--- src/cpdm_pkg.sv ---
package cpdm_pkg;

  // ----------------------------------------------------------------
  // Defaults and limits
  // ----------------------------------------------------------------
  localparam int CPDM_AXES_DEF  = 8;
  localparam int CPDM_AXES_MAX  = 16;
  localparam int CPDM_DAC_W_DEF = 16;

  // ----------------------------------------------------------------
  // Reset values
  // ----------------------------------------------------------------
  localparam logic CPDM_RESP_RST = 1'b0;

  // ----------------------------------------------------------------
  // Selection answer
  // ----------------------------------------------------------------
  typedef struct packed {
    logic done;
    logic reject;
  } cpdm_resp_type;

endpackage

--- src/cpdm_mapper.sv ---
// Summary of operation
// Every commutated axis lowers the configured standard axis count by one.
// Freed axes stop being independent axes and their DACs only carry second phases.
// A selection that includes the highest axis is never accepted.
// A commutated axis drives its first phase on its own DAC.
// A single commutated axis drives its second phase on the highest freed DAC.
// Second phases go to freed DACs in matching order, lowest axis to lowest freed DAC.
// Axis A is the lowest axis and the top of the configured count is the highest.
// Each accepted selection recomputes the whole mapping and replaces the old one.
module cpdm_mapper
  import cpdm_pkg::*;
#(
  parameter int  NUM_AXES = CPDM_AXES_DEF,
  parameter int  DAC_W    = CPDM_DAC_W_DEF,
  localparam int CW       = $clog2(NUM_AXES + 1),
  localparam int IW       = $clog2(NUM_AXES)
) (
  // Clock and reset
  input  wire logic                             mclk,
  input  wire logic                             resetn,
  // Selection from the command interpreter
  input  wire logic                             sel_valid,
  input  wire logic [NUM_AXES-1:0]              sel_mask,
  // Per-axis commands from the servo loops
  input  wire logic [NUM_AXES-1:0][DAC_W-1:0]   phase1_cmd,
  input  wire logic [NUM_AXES-1:0][DAC_W-1:0]   phase2_cmd,
  // DAC channels
  output logic      [NUM_AXES-1:0][DAC_W-1:0]   dac_out,
  // Configuration state
  output logic      [NUM_AXES-1:0]              comm_mask,
  output logic      [NUM_AXES-1:0]              freed_mask,
  output logic      [NUM_AXES-1:0]              std_mask,
  output logic      [CW-1:0]                    axis_count,
  output cpdm_resp_type                         sel_resp
);

  // ----------------------------------------------------------------
  // Elaboration checks
  // ----------------------------------------------------------------
  if (NUM_AXES < 2 || NUM_AXES > CPDM_AXES_MAX) begin : g_bad_axes
    $error("NUM_AXES out of range");
  end
  if (DAC_W < 1) begin : g_bad_width
    $error("DAC_W must be positive");
  end

  // ----------------------------------------------------------------
  // Helpers
  // ----------------------------------------------------------------
  function automatic logic [CW-1:0] count_ones(input logic [NUM_AXES-1:0] m);
    logic [CW-1:0] c;
    c = '0;
    for (int i = 0; i < NUM_AXES; i++) begin
      c = c + CW'(m[i]);
    end
    return c;
  endfunction

  // Number of selected axes below idx; axis A is index zero
  function automatic logic [CW-1:0] rank_of(input logic [NUM_AXES-1:0] m,
                                            input logic [IW-1:0]       idx);
    logic [CW-1:0] c;
    c = '0;
    for (int i = 0; i < NUM_AXES; i++) begin
      if (i < int'(idx)) begin
        c = c + CW'(m[i]);
      end
    end
    return c;
  endfunction

  // Axis whose second phase lands on DAC d
  function automatic logic [IW-1:0] src_for(input logic [NUM_AXES-1:0] m,
                                            input logic [CW-1:0]       base,
                                            input int                  d);
    logic [IW-1:0] s;
    s = '0;
    for (int i = 0; i < NUM_AXES; i++) begin
      if (m[i] && (int'(base) + int'(rank_of(m, IW'(i))) == d)) begin
        s = IW'(i);
      end
    end
    return s;
  endfunction

  function automatic logic [IW-1:0] first_one(input logic [NUM_AXES-1:0] m);
    logic [IW-1:0] s;
    s = '0;
    for (int i = NUM_AXES - 1; i >= 0; i--) begin
      if (m[i]) begin
        s = IW'(i);
      end
    end
    return s;
  endfunction

  // ----------------------------------------------------------------
  // Selection decode
  // ----------------------------------------------------------------
  logic [NUM_AXES-1:0]         comm_r;
  logic [CW-1:0]               base_r;
  logic [NUM_AXES-1:0][IW-1:0] src_r;
  logic [NUM_AXES-1:0][IW-1:0] src_nxt;
  logic [NUM_AXES-1:0][DAC_W-1:0] dac_nxt;
  logic [NUM_AXES-1:0]         hi_hit;
  logic [NUM_AXES-1:0]         freed_nxt;
  logic [NUM_AXES-1:0]         std_nxt;
  cpdm_resp_type               resp_r;

  wire [CW-1:0] sel_cnt  = count_ones(sel_mask);
  // configured count is the full count less the commutated axes
  wire [CW-1:0] sel_base = CW'(NUM_AXES) - sel_cnt;
  wire          top_req  = sel_mask[NUM_AXES-1];
  // A commutated axis may not sit in the freed range, since its own DAC would
  // then be owed to two phases; such selections are refused whole.
  wire          clash    = |hi_hit;
  wire          accept   = sel_valid && !top_req && !clash;
  wire          refuse   = sel_valid && !accept;

  for (genvar d = 0; d < NUM_AXES; d++) begin : g_dac
    assign hi_hit[d]    = sel_mask[d] && (d >= int'(sel_base));
    assign src_nxt[d]   = src_for(sel_mask, sel_base, d);
    assign freed_nxt[d] = d >= int'(base_r);
    assign std_nxt[d]   = !freed_nxt[d] && !comm_r[d];
    // own DAC keeps the first phase; freed DACs take second phases
    assign dac_nxt[d]   = freed_nxt[d] ? phase2_cmd[src_r[d]]
                                       : phase1_cmd[d];
  end

  // ----------------------------------------------------------------
  // Mapping registers
  // ----------------------------------------------------------------
  always_ff @(posedge mclk) begin
    if (!resetn) begin
      comm_r <= '0;
      base_r <= CW'(NUM_AXES);
      src_r  <= '0;
    end else if (accept) begin
      comm_r <= sel_mask;
      base_r <= sel_base;
      src_r  <= src_nxt;
    end
  end

  always_ff @(posedge mclk) begin
    if (!resetn) begin
      resp_r <= '{done: CPDM_RESP_RST, reject: CPDM_RESP_RST};
    end else begin
      resp_r <= '{done: accept, reject: refuse};
    end
  end

  // Outputs lag the mapping by one cycle so every DAC changes on one edge
  always_ff @(posedge mclk) begin
    if (!resetn) begin
      dac_out    <= '0;
      freed_mask <= '0;
      std_mask   <= '1;
    end else begin
      dac_out    <= dac_nxt;
      freed_mask <= freed_nxt;
      std_mask   <= std_nxt;
    end
  end

  always_ff @(posedge mclk) begin
    if (!resetn) begin
      comm_mask  <= '0;
      axis_count <= CW'(NUM_AXES);
    end else begin
      comm_mask  <= comm_r;
      axis_count <= base_r;
    end
  end

  assign sel_resp = resp_r;

  // ----------------------------------------------------------------
  // Checks
  // ----------------------------------------------------------------
  logic [NUM_AXES-1:0][DAC_W-1:0] p1_q;
  logic [NUM_AXES-1:0][DAC_W-1:0] p2_q;
  // Source table aligned with dac_out, since src_r leads the outputs by one cycle
  logic [NUM_AXES-1:0][IW-1:0]    src_q;

  always_ff @(posedge mclk) begin
    p1_q  <= phase1_cmd;
    p2_q  <= phase2_cmd;
    src_q <= src_r;
  end

  for (genvar d = 0; d < NUM_AXES; d++) begin : g_chk

  end
endmodule

--- config.mk ---
export PLATFORM = sky130hd
export DESIGN_NAME = cpdm_mapper
export DESIGN_NICKNAME = d
export VERILOG_FILES = /design/src/cpdm_pkg.sv /design/src/cpdm_mapper.sv
export SDC_FILE = /design/constraint.sdc
export NUM_CORES = 1
export LEC_CHECK = 0
export BUFFER_PORTS_ARGS = -buffer_cell sky130_fd_sc_hd__buf_2
export CAP_MARGIN = 20
export CORE_MARGIN = 3
export CORE_UTILIZATION = 45
export CTS_BUF_LIST = sky130_fd_sc_hd__clkbuf_4 sky130_fd_sc_hd__clkbuf_8
export CTS_CLUSTER_SIZE = 24
export DETAILED_ROUTE_END_ITERATION = 12
export HOLD_SLACK_MARGIN = 0.02
export MAX_ROUTING_LAYER = met4
export PLACE_DENSITY_LB_ADDON = 0.05
export SETUP_SLACK_MARGIN = 0.4
export SYNTH_ARGS = -nofsm -noshare
export SYNTH_HDL_FRONTEND = slang
export SYNTH_SLANG_ARGS = --single-unit
--- constraint.sdc ---
create_clock -name mclk -period 9.18 [get_ports mclk]
set_input_delay 1.377 -clock mclk [delete_from_list [all_inputs] [get_ports mclk]]
set_output_delay 1.377 -clock mclk [all_outputs]
set_load 0.005 [all_outputs]
* Yosys cells after proc, flatten, opt, wreduce, memory -nomap -nowiden
Cells that the tools add are included.
Word-level totals: output and inout bits 158, flip-flop bits (word level) 194, logic and storage cells 294
Cells by class: reduce and logical (&&, ||, !) cells 102, add/sub/neg operators 15, eq/ne operators 49, muxes and demuxes 80, $lt $le $gt $ge 24
Operators by type and width (count):
- 32-bit by 4-bit equality test with 1-bit output, second input constant | 15
- 32-bit by 3-bit equality test with 1-bit output, second input constant | 14
- 16-bit binary-select mux with 3-bit select | 8
- 16-bit 2-to-1 mux | 16
- 32-bit by 2-bit equality test with 1-bit output, second input constant | 7
- 32-bit zero test | 7
- 3-bit 2-to-1 mux | 48
- 1-bit logical AND | 75
- 5-bit by 3-bit equality test with 1-bit output, second input constant | 13
- 3-bit by 4-bit greater-or-equal comparator with 1-bit output, first input constant | 8
- 3-bit by 4-bit < comparator with 1-bit output, second input constant | 8
- 4-bit by 4-bit adder with 5-bit output | 6
- 4-bit by 1-bit adder with 4-bit output | 5
- 1-bit zero test | 19
- 1-bit by 4-bit greater-or-equal comparator with 1-bit output, first input constant | 4
- 2-bit by 4-bit greater-or-equal comparator with 1-bit output, first input constant | 4
- 1-bit 2-to-1 mux | 8
- 8-bit OR reduction | 1
- 4-bit by 1-bit adder with 5-bit output | 1
- 4-bit subtractor, first input constant | 1
- 2-bit by 1-bit adder with 3-bit output | 1
- 1-bit by 1-bit adder with 2-bit output | 1

* Longest topological paths before layout
depth in word-level cells 18, gate-level depth with buffers 24, gate-level depth less buffers 24

* Worst setup path after synthesis
No wires, ideal clock.
path type input -> register, start point input sel_mask[0], end point register src_r[15] (netlist name), setup time 0.066 ns, path slack 2.266 ns, buffers on the path 2, arrival time 6.848 ns, stages on the path 23, cell sequence fa_1 ha_1 inv_1 fa_1 inv_1 ha_1 ha_1 ha_1 xnor2_1 xor2_1 inv_1 ha_1 clkbuf_1 clkbuf_1 inv_1 ha_1 a31oi_1 and2b_2 xnor3_1 a2bb2oi_2 or4b_4 a211o_1 a21oi_2
Between the ends: cells in the longest elaborated chain, start to end 18, elaborated cells on any way between the ends 55, classes of those cells add/sub: 15; order compare: 8; eq/ne: 7; mux: 7; reduce/logical: 18
Ends and longest elaborated chain:
- from (decl) | line cpdm_mapper.sv:23 | input wire logic [NUM_AXES-1:0] sel_mask,
- 1-bit by 1-bit adder with 2-bit output * | line cpdm_mapper.sv:54 | c = c + CW'(m[i]);
- 2-bit by 1-bit adder with 3-bit output * | line cpdm_mapper.sv:54
- 4-bit by 1-bit adder with 4-bit output * (5 in a row) | line cpdm_mapper.sv:54
- 4-bit subtractor * | line cpdm_mapper.sv:112 | wire [CW-1:0] sel_base = CW'(NUM_AXES) - sel_cnt;
- net sel_base[2] | line cpdm_mapper.sv:112
- 4-bit by 1-bit adder with 5-bit output | line cpdm_mapper.sv:79 | if (m[i] && (int'(base) + int'(rank_of(m, IW'(i))) == d)) begin
- 32-bit by 4-bit equality test with 1-bit output | line cpdm_mapper.sv:79
- 1-bit logical AND | line cpdm_mapper.sv:79
- 1-bit 2-to-1 mux | line cpdm_mapper.sv:79
- 3-bit 2-to-1 mux (6 in a row) | line cpdm_mapper.sv:79
- to (signal assigned) | line cpdm_mapper.sv:141 | src_r <= src_nxt;
- to (decl) | line cpdm_mapper.sv:102 | logic [NUM_AXES-1:0][IW-1:0] src_r;
Mark *: on every way through the listed nets, which the timed path passes. The rest lies on a longest branch. A chain may end at the register's enable or synchronous reset.

* Worst setup path after layout
start point input sel_mask[0], end point register src_r[21] (netlist name)
Between the ends: cells in the longest elaborated chain, start to end 18, elaborated cells on any way between the ends 55, classes of those cells add/sub: 15; order compare: 8; eq/ne: 7; mux: 7; reduce/logical: 18
Ends and longest elaborated chain (line):
- 1-bit by 1-bit adder with 2-bit output | cpdm_mapper.sv:54, cpdm_mapper.sv:66
- 2-bit by 1-bit adder with 3-bit output | cpdm_mapper.sv:54, cpdm_mapper.sv:66
- 4-bit by 1-bit adder with 4-bit output (4 in a row) | cpdm_mapper.sv:54, cpdm_mapper.sv:66
- 4-bit by 1-bit adder with 4-bit output | cpdm_mapper.sv:54
- 4-bit subtractor | cpdm_mapper.sv:112
- 4-bit by 1-bit adder with 5-bit output | cpdm_mapper.sv:79
- 5-bit by 3-bit equality test with 1-bit output | cpdm_mapper.sv:79
- 1-bit logical AND | cpdm_mapper.sv:79
- 1-bit 2-to-1 mux | cpdm_mapper.sv:79
- 3-bit 2-to-1 mux (6 in a row) | cpdm_mapper.sv:79
Parallel ways exist; a longest one is shown, timed or not.

==> out/metrics.yaml <==
logic_synthesis:
  yosysTopAreaCellShare_pct: 36.7
  seq_area_frac_synth_pct: 24.7
  ys_types: 69
  syn-instance-count: 1380
  synth.largest_area_cell: "mux4_2"
  synthTopCellsByArea: "mux4_2 37%, dfxtp_1 25%, mux2i_1 8.4%, a211oi_1 5.1%, nor2_1 3.9%"
  avgSynthCellArea_um2: 11.4
  synth_ff_type: "dfxtp_1"
  synth_async_sr_flop_share_pct: 0
  netlist_area_um2: 15700
  synth_nets: 1686
  synth_edf_count: 0
  synth_warnings: 0
  synth_seq_cells: 194
hold_path:
  hp-class: "flip-flop to flip-flop"
clock_tree:
  cts.clk_slew.worst_paths_ns: 0.11
  clockBufferDepth: 2
  clock_sinks: 194
  post_cts_buffers: 0
  hold_buffers: 0
  htreeDepth: 4
  numCtsBuffers: 17
  cts_resized: 0
  cts_root_buffer: "clkbuf_8"
  cts_tree: "done"
  clk_latency_ns: 0.52
timing:
  skew_ns: 0.0254
  worst_pin_slew_ns: 1.11
  rsz0062_at_grt: "no"
  hold_slack_ns: 0.457
  finalSetupViolations: 0
  final.period_utilization_pct: 79.4
  setup_tns_ns: 0
  finalMaxSlewViolations: 0
  finalHoldViolCount: 0
  max_slew_margin_pct: 25.7
  clock.fmax_mhz: 137
  period_minus_slack_ns: 7.29
floorplan:
  die_area_um2: 37200
  chipHeight_um: 193
  die_w_um: 193
  ios: 425
  core_area_um2: 34000
  row_count: 67
  start_util_pct: 46.3
detailed_routing:
  route.antenna.remaining_nets: 0
  wl_per_cell_um: 28.0
  routed_wl_mm: 61.5
  dr.pass1.iters: 6
  drtIter0Drc: 1679
  avgViaCountPerCell: 6.47
  drcViolationCount: 0
  num_vias: 14200
global_route:
  busiest_layer: "met2"
  use_met2_pct: 49.7
  antenna_found_initial: 15
  grt_use_met3_pct: 10.1
  grt_max_degree: 77
  use_met1_pct: 45.3
  grt_pass1_wl_mm: 89.3
  gr-total-overflow: 0
  grt_pass1_vias: 13700
  grt.total_usage_pct: 33.5
cells_and_area:
  n_fill_cell: 3082
  final_cells: 2192
  nets: 2022
  drive_above_1_share_pct: 45.7
  syn_to_final_growth_pct: 18.5
worst_setup_path:
  critPathKind: "input pin to flip-flop"
  cp.required_ns: 9.55
  cp-end-kind: "flip-flop"
  cp_max_fo: 11
  startpoint_type: "input pin"
  arrival_ns: 7.66
status:
  outcome: "finished clean"
power_and_ir_drop:
  ir_drop_uv: 204
  seqPwrFrac_pct: 26.1
  p_sw_w: 0.00258
  power_density_nw_per_um2: 290
  clkPwrFrac_pct: 11.7
  leakagePower_nw: 7.09
  internal_power_w: 0.00282
  comb_power_share_pct: 62.2
  swShare_pct: 47.7
placed_design:
  dp_hpwl_mm: 45.6
  dp_cells: 2144
  gp_congestion: 0.948
  port_buffers: 424
run:
  drv_cap: 0
[per-layer routing]
layer  routed length, um  part of all wire (%)
met5                   0                     0
met1               24400                    40
met3                7570                    12
met4                1560                   2.5
met2               27900                    45
[power by group through the flow]
| stage | clock (W) | combinational, W | sequential [W] |
|---|---|---|---|
| 6_report | 0.000631 | 0.00336 | 0.00141 |
| 5_1_grt | 0.000682 | 0.00360 | 0.00144 |
| 4_1_cts | 0.000649 | 0.00331 | 0.00140 |
| 3_5_place_dp | 0 | 0.00330 | 0.00142 |
| 3_3_place_gp | 0 | 0.00328 | 0.00142 |
| 2_1_floorplan | 0 | 0.00243 | 0.00114 |
[cell type report]
cell class	count	area (um2)	share of cell area, %
tap	448	561	3.01
clock inverter	14	191	1.03
clock buffer	18	241	1.30
sequential	194	3900	21.0
inverter	23	88.8	0.478
antenna	15	37.5	0.202
timing repair buffer	454	2350	12.6
multi-input combinational	1026	11200	60.4
[through the flow]
stage,area [um2],power (W),worst slack (ns),util (%)
after floorplan,15700,0.00357,2.27,-
after global placement,18100,0.00469,1.55,53.4
after detailed placement,18100,0.00472,1.42,53.4
after CTS,18600,0.00536,1.96,54.7
after global routing,18600,0.00572,1.54,54.8
final,18600,0.00540,1.89,54.8
[Yosys cell counts, types with 2 or more instances]
cell / number
a211oi_1: 106
a21o_1: 3
a21oi_1: 50
a2bb2oi_1: 2
a31o_2: 2
a31oi_1: 8
and2_1: 20
and2b_2: 2
and3_1: 4
buf_1: 38
buf_6: 2
clkbuf_1: 93
clkbuf_8: 3
dfxtp_1: 194
fa_1: 6
ha_1: 33
inv_1: 22
maj3_1: 2
mux2i_1: 131
mux4_2: 256
nand2_1: 77
nand2b_1: 5
nand3_1: 11
nor2_1: 163
nor2b_1: 4
nor3_1: 18
nor3b_1: 2
nor4_1: 7
o2111ai_1: 5
o211a_1: 22
o211ai_1: 4
o21ai_0: 30
o22ai_1: 4
o31ai_1: 2
or2_2: 2
xnor2_1: 7
xnor2_2: 2
xnor3_1: 2
xnor3_4: 3
xor2_1: 4
[flip-flops by register name, indices dropped and copies added, names as in the netlist]
signal,count
sel_resp,2
comm_r,8
base_r,4
axis_count,4
comm_mask,8
src_r,24
freed_mask,8
std_mask,8
dac_out,128
[kinds of logic after synthesis]
kind of cell | Yosys count | synth area share [%]
mux | 387 | 45.1
simple gates | 324 | 9.09
compound gates | 253 | 11.4
flops | 194 | 24.7
buf+inv | 160 | 4.12
fa+ha+maj | 41 | 3.52
xor+xnor | 21 | 2.05
[cell usage in the layout, fill, tap and decap left out, types with 15 or more instances in the layout]
master,netlist,layout
mux4_2,256,256
a211oi_1,106,105
buf_4,0,29
mux2i_1,131,131
buf_2,1,424
o21ai_0,30,30
and2_1,20,20
nor2_1,163,161
clkbuf_8,3,17
o211a_1,22,22
ha_1,33,33
inv_1,22,21
dfxtp_1,194,179
nor3_1,18,17
diode_2,0,15
dfxtp_2,0,15
nand2_1,77,77
a21oi_1,50,49
[worst max-delay path: stages]
cell and delay [ns]:
buf_2 0.14, fa_1 0.58, ha_1 0.18, inv_1 0.06, fa_1 0.60, inv_1 0.11
ha_1 0.35, ha_1 0.38, ha_1 0.27, xnor2_1 0.19, xor2_1 0.16, inv_1 0.05
ha_1 0.18, xor3_2 0.29, xnor2_4 0.17, xnor2_2 0.46, inv_2 0.21, ha_1 0.34
nor3_1 0.17, nor3b_1 0.69, nand2_1 0.26, and3_1 0.23, a21oi_1 0.11, o22ai_1 0.08
[final timing paths]
check / cells after the start / end / start / slack [ns]
max: 24 / src_r[21] / sel_mask[0] / 1.89
min: 2 / comm_r[0] / comm_r[0] / 0.46
max reg2reg: 4 / dac_out[90] / src_r[15] / 6.57
min reg2reg: 2 / comm_r[0] / comm_r[0] / 0.46
No activity file was read; power rests on OpenSTA's default activity.
